<file path="config.mk">
export PLATFORM = sky130hd
export DESIGN_NAME = tdpa_slave
export DESIGN_NICKNAME = d
export VERILOG_FILES = /design/src/common/tdpa_pkg.sv /design/src/logic/tdpa_fifo.sv /design/src/logic/tdpa_slave.sv
export SDC_FILE = /design/constraint.sdc
export NUM_CORES = 1
export LEC_CHECK = 0
export BUFFER_PORTS_ARGS = -buffer_cell sky130_fd_sc_hd__buf_4
export CAP_MARGIN = 20
export CELL_PAD_IN_SITES_DETAIL_PLACEMENT = 0
export CELL_PAD_IN_SITES_GLOBAL_PLACEMENT = 1
export CORE_MARGIN = 2
export CORE_UTILIZATION = 35
export DETAILED_ROUTE_END_ITERATION = 16
export HOLD_SLACK_MARGIN = 0.05
export PLACE_DENSITY = 0.53
export REMOVE_ABC_BUFFERS = 1
export SYNTH_ARGS = -nofsm -noshare
export SYNTH_HDL_FRONTEND = slang
export SYNTH_SLANG_ARGS = --single-unit
</file>
<file path="constraint.sdc">
create_clock -name core_clk -period 9.8 [get_ports core_clk]
set_input_delay 1.96 -clock core_clk [delete_from_list [all_inputs] [get_ports core_clk]]
set_output_delay 1.96 -clock core_clk [all_outputs]
set_load 0.005 [all_outputs]
</file>
<file path="src/common/tdpa_pkg.sv">
/*
  Shared constants for the two-wire dual pointer access block: target
  identifiers, pointer widths, register range, reset values and buffer sizes.
  Assumes nothing of its surroundings; it holds definitions only.
*/
`default_nettype none

package tdpa_pkg;

  // Number of bits in every byte on the link.
  localparam int unsigned TDPA_BYTE_BITS = 8;

  // Identifier nibble (slave address bits 7 to 4) of the memory target.
  localparam logic [3:0] TDPA_ID_MEM = 4'ha;

  // Identifier nibble of the clock/companion register target.
  localparam logic [3:0] TDPA_ID_REG = 4'hd;

  // Highest legal register address; anything above is refused.
  localparam logic [7:0] TDPA_REG_MAX = 8'h18;

  // Lowest register address, used when the pointer wraps.
  localparam logic [7:0] TDPA_REG_MIN = 8'h00;

  // Default memory address width (largest density, 15 bits).
  localparam int unsigned TDPA_MEM_AW = 15;

  // Full width of the two-byte memory address on the link.
  localparam int unsigned TDPA_LINK_AW = 16;

  // Pointer values after reset and after supply loss.
  localparam logic [15:0] TDPA_MEM_PTR_RST = 16'h0000;
  localparam logic [7:0]  TDPA_REG_PTR_RST = 8'h00;

  // Depth of the write command buffer.
  localparam int unsigned TDPA_FIFO_DEPTH = 16;

  // Byte index values within one transaction.
  localparam logic [1:0] TDPA_IDX_SLAVE = 2'h0;
  localparam logic [1:0] TDPA_IDX_ADR1  = 2'h1;
  localparam logic [1:0] TDPA_IDX_ADR2  = 2'h2;
  localparam logic [1:0] TDPA_IDX_DATA  = 2'h3;

  // Target selected by the slave address.
  typedef enum logic {
    TDPA_TGT_MEM,
    TDPA_TGT_REG
  } tdpa_tgt_type;

endpackage

`default_nettype wire

</file>
<file path="src/logic/tdpa_fifo.sv">
/*
  Synchronous FIFO used for write commands on their way to storage.
  Width and depth are parameters; the output word sits in a register.
  Assumes one clock and a synchronous active-low reset.
*/
`timescale 1ns/100ps
`default_nettype none

module tdpa_fifo
  import tdpa_pkg::*;
#(
  parameter int unsigned WIDTH = 24,
  parameter int unsigned DEPTH = TDPA_FIFO_DEPTH
)
(
  input  wire logic             core_clk,
  input  wire logic             rst_n,
  input  wire logic             in_valid,
  output logic                  in_ready,
  input  wire logic [WIDTH-1:0] in_data,
  output logic                  out_valid,
  input  wire logic             out_ready,
  output logic      [WIDTH-1:0] out_data
);

  localparam int unsigned PW = $clog2(DEPTH);

  logic [WIDTH-1:0] mem_r [DEPTH];  // Storage array.
  logic [PW-1:0]    wr_ptr_r;       // Next slot to write.
  logic [PW-1:0]    rd_ptr_r;       // Next slot to read.
  logic [PW:0]      count_r;        // Words held in the array.
  logic             push;           // Word accepted this cycle.
  logic             pop;            // Word moved to the output register.

  // Full counts the output word too.
  assign in_ready = (count_r + (PW+1)'(out_valid) != (PW+1)'(DEPTH));
  assign push     = in_valid && in_ready;
  // The output register refills when it is empty or being drained.
  assign pop      = (count_r != '0) && (!out_valid || out_ready);

  // Array write; no reset needed for data.
  always_ff @(posedge core_clk)
  begin
    if (push)
    begin
      mem_r[wr_ptr_r] <= in_data;
    end
  end

  // Pointers and fill level.
  always_ff @(posedge core_clk)
  begin
    if (!rst_n)
    begin
      wr_ptr_r <= '0;
      rd_ptr_r <= '0;
      count_r  <= '0;
    end
    else
    begin
      if (push)
      begin
        wr_ptr_r <= (wr_ptr_r == PW'(DEPTH-1)) ? '0 : wr_ptr_r + 1'b1;
      end
      if (pop)
      begin
        rd_ptr_r <= (rd_ptr_r == PW'(DEPTH-1)) ? '0 : rd_ptr_r + 1'b1;
      end
      count_r <= count_r + (PW+1)'(push) - (PW+1)'(pop);
    end
  end

  // Output register stage, so the consumer sees flip-flop outputs.
  always_ff @(posedge core_clk)
  begin
    if (!rst_n)
    begin
      out_valid <= 1'b0;
      out_data  <= '0;
    end
    else if (pop)
    begin
      out_valid <= 1'b1;
      out_data  <= mem_r[rd_ptr_r];
    end
    else if (out_ready)
    begin
      out_valid <= 1'b0;
    end
  end

endmodule

`default_nettype wire

</file>
<file path="src/logic/tdpa_slave.sv">
/*
  Two-wire slave access logic with a memory pointer and a register pointer.
  The link pins are sampled by core_clk; SCL edges are found by oversampling.
  Assumes a storage side that answers a read request within a few cycles and
  drains write commands through the buffer; SDA is open drain outside.
*/
// How it works
// RL1 - Memory write: address high byte, then low.
// RL2 - Unused upper memory address bits are ignored.
// RL3 - Memory pointer kept while supply stays good.
// RL4 - Pointer increments after each byte, before acknowledge.
// RL5 - Memory pointer wraps to zero; unlimited length.
// RL6 - Separate memory and register pointers.
// RL7 - Register target: one address byte, 00h-18h.
// RL8 - Register address above 18h: NACK, abort.
// RL9 - Read: send 8 bits, then sample master acknowledge.
// RL10 - Write: take 8 bits, then acknowledge.
// RL11 - All bytes most significant bit first.
// RL12 - Write commits at 8th bit, before acknowledge.
// RL13 - Slave address bit 0 low means write.
// RL14 - Bit 0 high: send data from pointer.
// RL15 - Master ends reads by NACK, Stop or Start.
// RL16 - Repeated Start after address load serves read.
// RL17 - Register pointer auto-increments like memory pointer.
// RL18 - First write bytes always load the address.
// RL19 - Master should zero register address bits 7-5.
// RL20 - Identifiers 1010b memory, 1101b register; register never touches memory.
// RL21 - Address bits 2-1 must match select pins.
// RL22 - Start anywhere aborts and awaits slave address.
// RL23 - Register pointer wraps from 18h to 00h.
`timescale 1ns/100ps
`default_nettype none

module tdpa_slave
  import tdpa_pkg::*;
#(
  parameter int unsigned MEM_AW = TDPA_MEM_AW
)
(
  input  wire logic                    core_clk,
  input  wire logic                    rst_n,
  input  wire logic                    scl_in,
  input  wire logic                    sda_in,
  output logic                         sda_out,
  output logic                         sda_oe_n,
  input  wire logic [1:0]              dev_sel,
  input  wire logic                    supply_ok,
  output logic                         rd_req,
  output logic                         rd_tgt,
  output logic      [TDPA_LINK_AW-1:0] rd_addr,
  input  wire logic                    rd_valid,
  input  wire logic [7:0]              rd_data,
  output logic                         wr_valid,
  input  wire logic                    wr_ready,
  output logic                         wr_tgt,
  output logic      [TDPA_LINK_AW-1:0] wr_addr,
  output logic      [7:0]              wr_data
);

  localparam int unsigned CW = 1 + TDPA_LINK_AW + 8;  // Command width.

  typedef enum logic [2:0] {
    TDPA_ST_IDLE,  // Not addressed; waits for a Start.
    TDPA_ST_RX,    // Receiving a byte from the master.
    TDPA_ST_ACK,   // Driving our acknowledge.
    TDPA_ST_TX,    // Sending a data byte.
    TDPA_ST_RACK   // Waiting for the master acknowledge.
  } tdpa_state_type;

  tdpa_state_type         state_r;      // Link state.
  logic [1:0]             scl_s_r;      // Two-stage SCL synchroniser.
  logic [1:0]             sda_s_r;      // Two-stage SDA synchroniser.
  logic [1:0]             sel_s0_r;     // Select pins, first stage.
  logic [1:0]             sel_s1_r;     // Select pins, second stage.
  logic [1:0]             sup_s_r;      // Supply-good synchroniser.
  logic                   scl_d_r;      // Previous synchronised SCL.
  logic                   sda_d_r;      // Previous synchronised SDA.
  logic [7:0]             sh_r;         // Shift register, MSB first.
  logic [3:0]             bit_cnt_r;    // Bits moved in current byte.
  logic [1:0]             idx_r;        // Byte position in transaction.
  logic                   tgt_r;        // 1 selects the register target.
  logic                   rw_r;         // 1 for a read transaction.
  logic                   ack_ok_r;     // Acknowledge decision for the byte.
  logic [15:0]            mem_ptr_r;    // Memory address latch.
  logic [7:0]             adr_hi_r;     // High address byte awaiting low.
  logic [7:0]             reg_ptr_r;    // Register address pointer.
  logic [7:0]             rd_buf_r;     // Prefetched read byte.
  logic                   push;         // Write command offered to buffer.
  logic                   buf_ready;    // Buffer can take a command.
  logic [CW-1:0]          push_word;    // Command word.
  logic [CW-1:0]          pop_word;     // Command word at the buffer output.
  logic                   scl_rise;     // SCL went high.
  logic                   scl_fall;     // SCL went low.
  logic                   start_det;    // SDA fell while SCL high.
  logic                   stop_det;     // SDA rose while SCL high.
  logic [7:0]             rx_byte;      // Byte complete at the 8th rise.
  logic                   byte_done;    // 8th bit of a received byte.

  // Masks a link address down to the implemented density.
  function automatic logic [15:0] mem_mask(input logic [15:0] a);
    mem_mask = a & ((16'h0001 << MEM_AW) - 16'h0001);
  endfunction

  // Next register address; wraps instead of entering the illegal range.
  function automatic logic [7:0] reg_next(input logic [7:0] p);
    reg_next = (p >= TDPA_REG_MAX) ? TDPA_REG_MIN : p + 8'h01;  // [RL23]
  endfunction

  // Synchronisers: the first stage feeds only the second stage.
  always_ff @(posedge core_clk)
  begin
    if (!rst_n)
    begin
      scl_s_r  <= 2'h3;
      sda_s_r  <= 2'h3;
      sel_s0_r <= 2'h0;
      sel_s1_r <= 2'h0;
      sup_s_r  <= 2'h0;
      scl_d_r  <= 1'b1;
      sda_d_r  <= 1'b1;
    end
    else
    begin
      scl_s_r  <= {scl_s_r[0], scl_in};
      sda_s_r  <= {sda_s_r[0], sda_in};
      sel_s0_r <= dev_sel;
      sel_s1_r <= sel_s0_r;
      sup_s_r  <= {sup_s_r[0], supply_ok};
      scl_d_r  <= scl_s_r[1];
      sda_d_r  <= sda_s_r[1];
    end
  end

  // Edge and condition detection on the synchronised pins.
  assign scl_rise  = scl_s_r[1] && !scl_d_r;
  assign scl_fall  = !scl_s_r[1] && scl_d_r;
  assign start_det = scl_s_r[1] && scl_d_r && sda_d_r && !sda_s_r[1];
  assign stop_det  = scl_s_r[1] && scl_d_r && !sda_d_r && sda_s_r[1];
  assign rx_byte   = {sh_r[6:0], sda_s_r[1]};  // [RL11]
  assign byte_done = (state_r == TDPA_ST_RX) && scl_rise && (bit_cnt_r == 4'h7);

  // A write data byte becomes a command at its 8th bit, if acknowledged.
  // The register target never reaches the memory side of the command.
  assign push = byte_done && !rw_r && (idx_r == TDPA_IDX_DATA) && buf_ready;  // [RL12]
  assign push_word = {tgt_r, tgt_r ? {8'h00, reg_ptr_r} : mem_ptr_r, rx_byte};  // [RL20]

  // Link state machine; Start and Stop take priority over bit traffic.
  always_ff @(posedge core_clk)
  begin
    if (!rst_n || !sup_s_r[1])
    begin
      state_r   <= TDPA_ST_IDLE;
      bit_cnt_r <= 4'h0;
      idx_r     <= TDPA_IDX_SLAVE;
      sh_r      <= 8'h00;
    end
    else if (start_det)
    begin
      // Abort anything, including a pending write, and await an address.
      state_r   <= TDPA_ST_RX;  // [RL22] [RL16]
      bit_cnt_r <= 4'h0;
      idx_r     <= TDPA_IDX_SLAVE;
    end
    else if (stop_det)
    begin
      state_r <= TDPA_ST_IDLE;  // [RL15]
    end
    else
    begin
      case (state_r)
        TDPA_ST_RX:
        begin
          if (scl_rise)
          begin
            sh_r      <= rx_byte;
            bit_cnt_r <= bit_cnt_r + 4'h1;  // [RL10]
          end
          else if (scl_fall && bit_cnt_r == 4'h8)
          begin
            // Refused bytes release SDA and drop off the bus.
            state_r <= ack_ok_r ? TDPA_ST_ACK : TDPA_ST_IDLE;  // [RL8]
          end
        end
        TDPA_ST_ACK:
        begin
          if (scl_fall)
          begin
            bit_cnt_r <= 4'h0;
            if (idx_r != TDPA_IDX_DATA)
            begin
              // Register target needs only one address byte.
              idx_r <= (idx_r == TDPA_IDX_ADR1 && tgt_r) ? TDPA_IDX_DATA : idx_r + 2'h1;  // [RL7] [RL18]
            end
            if (rw_r)
            begin
              // Data goes out on the clock after the acknowledge.
              state_r <= TDPA_ST_TX;  // [RL14]
              sh_r    <= rd_buf_r;
              idx_r   <= TDPA_IDX_DATA;
            end
            else
            begin
              state_r <= TDPA_ST_RX;  // [RL13]
            end
          end
        end
        TDPA_ST_TX:
        begin
          if (scl_fall)
          begin
            bit_cnt_r <= bit_cnt_r + 4'h1;
            sh_r      <= {sh_r[6:0], 1'b0};  // [RL11]
            if (bit_cnt_r == 4'h7)
            begin
              state_r <= TDPA_ST_RACK;  // [RL9]
            end
          end
        end
        TDPA_ST_RACK:
        begin
          if (scl_rise)
          begin
            // A NACK ends the read; the master then sends Stop or Start.
            state_r <= sda_s_r[1] ? TDPA_ST_IDLE : TDPA_ST_RACK;  // [RL9] [RL15]
            bit_cnt_r <= 4'h9;
          end
          else if (scl_fall && bit_cnt_r == 4'h9)
          begin
            state_r   <= TDPA_ST_TX;
            bit_cnt_r <= 4'h0;
            sh_r      <= rd_buf_r;
          end
        end
        TDPA_ST_IDLE:
        begin
          bit_cnt_r <= 4'h0;
        end
        default:
        begin
          state_r <= TDPA_ST_IDLE;
        end
      endcase
    end
  end

  // Byte decisions taken at the 8th rising edge of each received byte.
  always_ff @(posedge core_clk)
  begin
    if (!rst_n)
    begin
      ack_ok_r <= 1'b0;
      tgt_r    <= 1'b0;
      rw_r     <= 1'b0;
      adr_hi_r <= 8'h00;
    end
    else if (byte_done)
    begin
      case (idx_r)
        TDPA_IDX_SLAVE:
        begin
          // Identifier and select pins must both match.
          ack_ok_r <= (rx_byte[7:4] == TDPA_ID_MEM || rx_byte[7:4] == TDPA_ID_REG)
                      && (rx_byte[2:1] == sel_s1_r);  // [RL20] [RL21]
          tgt_r    <= (rx_byte[7:4] == TDPA_ID_REG);
          rw_r     <= rx_byte[0];  // [RL13] [RL14]
        end
        TDPA_IDX_ADR1:
        begin
          ack_ok_r <= !tgt_r || (rx_byte <= TDPA_REG_MAX);  // [RL7] [RL8]
          adr_hi_r <= rx_byte;  // [RL1]
        end
        TDPA_IDX_ADR2:
        begin
          ack_ok_r <= 1'b1;
        end
        default:
        begin
          // A full buffer cannot take the byte, so it is refused.
          ack_ok_r <= buf_ready;  // [RL12]
        end
      endcase
    end
  end

  // Memory pointer: loaded by the low address byte, stepped per byte.
  always_ff @(posedge core_clk)
  begin
    if (!rst_n || !sup_s_r[1])
    begin
      // Contents are only guaranteed while the supply stays good.
      mem_ptr_r <= TDPA_MEM_PTR_RST;  // [RL3]
    end
    else if (!tgt_r)  // [RL6]
    begin
      if (byte_done && idx_r == TDPA_IDX_ADR2)
      begin
        mem_ptr_r <= mem_mask({adr_hi_r, rx_byte});  // [RL1] [RL2]
      end
      else if (push || (state_r == TDPA_ST_TX && scl_fall && bit_cnt_r == 4'h7))
      begin
        // Step before the acknowledge; wraps at the top of the array.
        mem_ptr_r <= mem_mask(mem_ptr_r + 16'h0001);  // [RL4] [RL5]
      end
    end
  end

  // Register pointer: single address byte, stepped per byte.
  always_ff @(posedge core_clk)
  begin
    if (!rst_n || !sup_s_r[1])
    begin
      reg_ptr_r <= TDPA_REG_PTR_RST;
    end
    else if (tgt_r)  // [RL6]
    begin
      if (byte_done && idx_r == TDPA_IDX_ADR1 && rx_byte <= TDPA_REG_MAX)
      begin
        reg_ptr_r <= rx_byte;  // [RL7]
      end
      else if (push || (state_r == TDPA_ST_TX && scl_fall && bit_cnt_r == 4'h7))
      begin
        reg_ptr_r <= reg_next(reg_ptr_r);  // [RL17]
      end
    end
  end

  // Read prefetch: request the byte at the pointer once the pointer settles.
  always_ff @(posedge core_clk)
  begin
    if (!rst_n)
    begin
      rd_req   <= 1'b0;
      rd_tgt   <= 1'b0;
      rd_addr  <= 16'h0000;
      rd_buf_r <= 8'h00;
    end
    else
    begin
      // Fetch after the slave address, or at the ack rise once the pointer stepped.
      rd_req  <= rw_r && ((scl_fall && state_r == TDPA_ST_RX && bit_cnt_r == 4'h8)
                 || (scl_rise && state_r == TDPA_ST_RACK));
      rd_tgt  <= tgt_r;
      rd_addr <= tgt_r ? {8'h00, reg_ptr_r} : mem_ptr_r;
      if (rd_valid)
      begin
        rd_buf_r <= rd_data;
      end
    end
  end

  // SDA driver: open drain, low enable means the pin is pulled low.
  always_ff @(posedge core_clk)
  begin
    if (!rst_n)
    begin
      sda_out  <= 1'b0;
      sda_oe_n <= 1'b1;
    end
    else
    begin
      sda_out  <= 1'b0;
      sda_oe_n <= !((state_r == TDPA_ST_ACK) || (state_r == TDPA_ST_TX && !sh_r[7]));  // [RL9] [RL10]
    end
  end

  tdpa_fifo #(
    .WIDTH (CW),
    .DEPTH (TDPA_FIFO_DEPTH)
  ) u_cmd_fifo (
    .core_clk  (core_clk),
    .rst_n     (rst_n),
    .in_valid  (push),
    .in_ready  (buf_ready),
    .in_data   (push_word),
    .out_valid (wr_valid),
    .out_ready (wr_ready),
    .out_data  (pop_word)
  );

  // Command fields; the buffer output already comes from registers.
  assign wr_tgt  = pop_word[CW-1];
  assign wr_addr = pop_word[CW-2:8];
  assign wr_data = pop_word[7:0];

endmodule

`default_nettype wire

</file>
Yosys cells after proc, flatten, opt, wreduce, memory -nomap -nowiden
Memories as Yosys holds them, arrays and structs flattened. A register that Yosys moved wholly into a read port is not among the register bits.
Index checks and enable logic that the tools add are counted.
{"block": "word_totals", "output_inout_bits": 46, "mem_count": 1, "mem_bits_rw": 400, "mem_bits_ro": 0, "latch_bits": 0, "reg_bits": 104, "in_bits": 17}
{"memory": "u_cmd_fifo.mem_r", "depth": 16, "word_bits": 25, "rd": 1, "rd_clocked_by_memory_dff": 1, "write_ports": 1, "line": "tdpa_fifo.sv:28", "text": "logic [WIDTH-1:0] mem_r [DEPTH];"}
{"block": "classes", "eq_ne": 34, "reduce_logical": 67, "n_addsub": 9, "div_mod_pow": 0, "n_mux": 42, "n_mul": 0, "n_lt_le_gt_ge": 2, "shifts": 0, "bitwise_logic": 4}
{"cell": "2-to-1 mux 8 bit", "n": 9}
{"cell": "2-to-1 mux 16 bit", "n": 3}
{"cell": "one-hot mux 8 bit (4 select lines)", "n": 1}
{"cell": "logical AND 1 bit", "n": 28}
{"cell": "2-to-1 mux 4 bit", "n": 7}
{"cell": "== test 4 bit, second input constant", "n": 6}
{"cell": "2-to-1 mux 3 bit", "n": 8}
{"cell": "one-hot mux 4 bit (5 select lines)", "n": 1}
{"cell": "inequality test 2 bit, second input constant", "n": 9}
{"cell": "inequality test 4 bit, second input constant", "n": 4}
{"cell": "adder 15 x 1 -> 15 bit, second input constant", "n": 1}
{"cell": "one-hot mux 3 bit (5 select lines)", "n": 1}
{"cell": "AND reduction 7 bit", "n": 2}
{"cell": "adder 4 x 1 -> 4 bit, second input constant", "n": 3}
{"cell": "logical NOT 1 bit", "n": 12}
{"cell": "adder 5 x 1 -> 5 bit", "n": 2}
{"cell": "2-to-1 mux 2 bit", "n": 5}
{"cell": "inequality test 5 bit, second input constant", "n": 2}
{"cell": "nonzero test 5 bit", "n": 2}
{"cell": "AND reduction 9 bit", "n": 1}
{"cell": "adder 8 x 1 -> 8 bit, second input constant", "n": 1}
{"cell": "greater-or-equal comparator 8 x 5 -> 1 bit, second input constant", "n": 1}
{"cell": "less-or-equal comparator 8 x 5 -> 1 bit, second input constant", "n": 1}
{"cell": "AND reduction 2 bit", "n": 4}
{"cell": "24 further kinds", "n": 44}

Longest topological paths before layout
{"block": "logic_depth", "ltp_word": 10, "depth_mapped": 14, "depth_no_buf": 13}

Hierarchy
From an unflattened synthesis, not the netlist that was laid out.
{"block": "hier_totals", "hier_cells": 1426, "area_unflattened_um2": 21650.8}
{"module": "tdpa_fifo", "instances": 1, "area_per_inst_um2": 17154.0, "cells_per_inst": 913}
{"module": "tdpa_slave", "instances": 1, "area_per_inst_um2": 4496.8, "cells_per_inst": 513}

Worst setup path after synthesis
OpenSTA, ideal clock, no wires.
{"block": "synth_timing", "path_kind": "input -> register", "startpoint": "input port wr_ready", "endpoint": "register u_cmd_fifo.count_r[4]", "n_path_buf": 1, "cell_stages": 12, "arrival_time_ns": 3.961, "path_slack_ns": 5.723, "cell_sequence": "nand2b_1 > nand2b_1 > buf_2 > inv_2 > ha_1 > inv_1 > ha_1 > fa_1 > a21oi_1 > nor2_1 > or3_1 > and3_1"}
{"block": "synth_via", "elab_chain_cells": 3}
{"element": "start: declaration", "line": "tdpa_slave.sv:54", "text": "input wire logic wr_ready,"}
{"element": "logical OR 1 bit", "line": "tdpa_fifo.sv:39", "text": "assign pop = (count_r != '0) && (!out_valid || out_ready);"}
{"element": "logical AND 1 bit", "line": "tdpa_fifo.sv:39"}
{"element": "via u_cmd_fifo.pop", "line": "tdpa_fifo.sv:33", "text": "logic pop;"}
{"element": "subtractor 5 x 1 -> 5 bit", "line": "tdpa_fifo.sv:69", "text": "count_r <= count_r + (PW+1)'(push) - (PW+1)'(pop);"}
{"element": "end signal: assignment", "line": "tdpa_fifo.sv:69"}
{"element": "end: declaration", "line": "tdpa_fifo.sv:31", "text": "logic [PW:0] count_r;"}
The timed path passes the listed nets, and every way through them passes these cells.
A chain may end at the register's enable or synchronous reset.

Final worst setup path
Same ends and word-level chain as after synthesis.

==> impl_metrics.tcl <==
set metrics [dict create \
    crit_start "wr_ready" \
    synth_area_per_cell_um2 16.2 \
    clockRootBuffer "clkbuf_16" \
    hold_path.class "reg2reg" \
    setup_viol 0 \
    ant_nets 0 \
    cts_tree "yes" \
    irDropWorstVdd_mv 0.142 \
    hold_viol 0 \
    ctsHoldBuffers 0 \
    rsz0062_at_grt "no" \
    post-route-util_pct 40.9 \
    r2r_cells 14 \
    cts_resized 0 \
    fp.dieH_um 247 \
    rows 89 \
    final_common_cell "edfxtp_1" \
    critPathKind "in2reg" \
    drcViolationCount 0 \
    worstSkewPairLatency_ps 600 \
    synth_cell_types 79 \
    synth-seq-cells 510 \
    area_growth_pct 16.2 \
    routabilityCongestion 0.751 \
    wl_per_cell_um 23.8 \
    switching_share_pct 25.2 \
    synth-warning-count 0 \
    grt_pass1_wl_um 77000 \
    finalMaxSlewViolations 0 \
    cpMaxStageDelayCell "buf_4" \
    antenna_found_initial 0 \
    numCtsBuffers 54 \
    fillers 5377 \
    start_kind "primary input" \
    powerDensity_mw_per_mm2 216 \
    grt_overflow 0 \
    synth-async-reset-ratio_pct 0 \
    p_leak_nw 7.23 \
    ys.flop_type "edfxtp_1" \
    min_period_over_period_pct 42.3 \
    clk_pin_slew_ps 60 \
    vias 11244 \
    crit_fanout 28 \
    cp.depth 13 \
    yosysSeqAreaShare_pct 67.8 \
    dp_hpwl_um 28100 \
    worstPathCellList "buf_4 -> nand2b_1 -> nand2b_2 -> buf_4 -> inv_2 -> ha_1 -> inv_1 -> ha_1 -> fa_1 -> a21oi_1 -> nor2_1 -> or3_1 -> and3_1" \
    portBuffers 59 \
    firstDrtPassIters 5 \
    drt-initial-drc-count 665 \
    synth-edff-count 384 \
    syn-cell-area_mm2 0.0207 \
    p_int_w 0.00389 \
    h-tree-depth 2 \
    p_clk_share_pct 39.5 \
    core_area_mm2 0.0588 \
    r2r-start "u_cmd_fifo.count_r[2]" \
    crit_buf_inv 4 \
    cts_sinks 510 \
    fmax_mhz 241 \
    combPwrFrac_pct 13.4 \
    status "completed" \
    io_pins 63 \
    cp.arrival_ps 4630 \
    holdWs_ps 416 \
    slew_headroom_pct 29.3 \
    totalWireLength_um 51700 \
    worst_path_dominant_cell_family "adder cells" \
    grt_pass1_vias 11528 \
    die_w_um 247 \
    tns_ps 0 \
    final_cell_mix "edfxtp_1, dfxtp_1, mux4_2" \
    timing.final.crit_period_ps 4140 \
    post_cts_buffers 0 \
    routed_via_density 5.17 \
    maxCapViolCount 0 \
    nets 1400 \
    p_seq_share_pct 47.1 \
    die_area_mm2 0.0612 \
    grt_use_total_pct 17.3 \
    tightest_slew_ps 1060 \
    initial_utilization_pct 35.2 \
    syn_inst 1277 \
    netSwitchingPower_w 0.00131 \
    clock_path_buffers 3 \
    hold_path_depth 1 \
    slowest_delay_ps 470 \
    finalClockSkew_ps 15.4 \
    drive_gt1_share_pct 23.2 \
    end_kind "flip-flop" \
    required_ps 10290 \
    hold_start "scl_s_r[0]" \
    grt_max_degree 59 \
]
state kept, by name, indices dropped and copies added, names as in the netlist, 3 cells and up:
register,flops
sh_r,8
rd_addr,15
mem_ptr_r,15
rd_buf_r,8
adr_hi_r,7
u_cmd_fifo.mem_r,384
u_cmd_fifo.rd_ptr_r,4
reg_ptr_r,8
bit_cnt_r,4
state_r,3
u_cmd_fifo.count_r,5
u_cmd_fifo.out_data,24
u_cmd_fifo.wr_ptr_r,4
final timing paths:
path,slack [ps],end
worst max-delay path,5660,u_cmd_fifo.count_r[4]
worst min-delay path,420,scl_s_r[1]
worst max register to register,6200,u_cmd_fifo.count_r[4]
worst min register to register,420,scl_s_r[1]
kinds of logic (layout without fill, tap and decap cells):
| group | Yosys count | in the layout | synth area share, % |
|---|---|---|---|
| XOR/XNOR | 10 | 10 | 0.423 |
| buffers and inverters | 92 | 215 | 1.89 |
| multiplexers | 190 | 190 | 15.1 |
| flip-flops | 510 | 510 | 67.8 |
| other | 1 | 4 | 0.0181 |
| AND/OR/NAND/NOR | 284 | 284 | 7.81 |
| AO/OA/AOI/OAI | 163 | 163 | 5.31 |
| adder cells (fa/ha/maj) | 27 | 27 | 1.67 |
synthesized netlist by cell type (4+ instances only):
cell type  instances  share of area (%)
and4_1             4               0.17
xor2_1             4               0.17
nor3b_1            5               0.18
o21ai_0           14               0.34
nand4_1            4               0.12
nand3_1           17               0.41
mux4_2            96                 10
xnor2_1            6               0.25
buf_4              4               0.14
a21boi_0           4               0.14
nor3_1            15               0.36
inv_1             18               0.33
o32ai_1            5               0.21
o211ai_2           5               0.30
a21oi_1           66                1.6
and3_1            14               0.42
o31ai_2            5               0.30
nand2b_1          17               0.51
nor2_1            49               0.89
edfxtp_1         384                 56
o21a_1             4               0.14
ha_1              26                1.6
buf_1              9               0.16
and2_1            30               0.91
nor2b_1           55                1.7
buf_2             19               0.46
mux2i_1           79                3.8
clkbuf_1          38               0.69
dfxtp_1          126                 12
o22ai_1           25               0.75
nor3b_2            4               0.24
or3_1              4               0.12
mux2_2            14               0.76
nand2_1           43               0.78
area by class of cell:
cell class	count	area (um2)	area share (%)
antenna	1	2.50	0.0104
multi-input combinational	677	6400	26.6
inverter	21	78.8	0.327
sequential	510	14100	58.4
clock inverter	23	245	1.02
clock buffer	79	1540	6.38
timing repair buffer	92	773	3.21
tap	773	967	4.02
metrics by stage:
stage          cell area, um2  setup WS [ps]  cells  total power (W)
2_1_floorplan           20400           4510   1208          0.00296
3_3_place_gp            22200           5020   2066          0.00322
3_5_place_dp            22200           5020   2069          0.00322
4_1_cts                 24000           5660   2171          0.00528
5_1_grt                 24100           5540   2175          0.00543
6_report                24100           5660   2176          0.00520
worst register-to-register path: stages, from the launching register on:
cell,delay [ps]
dfxtp_1,380
inv_1,100
ha_1,150
nor4b_1,340
nand2b_2,200
buf_4,470
inv_2,180
ha_1,320
inv_1,40
ha_1,200
fa_1,400
a21oi_1,160
nor2_1,60
or3_1,330
and3_1,180
power groups by stage:
stage          clock network (W)  logic [W]  registers [W]
2_1_floorplan                  0   0.000400        0.00256
3_3_place_gp                   0   0.000714        0.00250
3_5_place_dp                   0   0.000715        0.00250
4_1_cts                  0.00211   0.000717        0.00245
5_1_grt                  0.00220   0.000766        0.00246
6_report                 0.00205   0.000696        0.00245
per-layer routing:
layer | track usage, % | share of wire, % | routed length, um
met4 | 4.51 | 2.2 | 1160
met1 | 24.0 | 46 | 24100
met3 | 2.76 | 3.9 | 2030
met5 | 0 | 0 | 0
met2 | 28.5 | 47 | 24500
No activity file was read; power rests on OpenSTA's default activity.
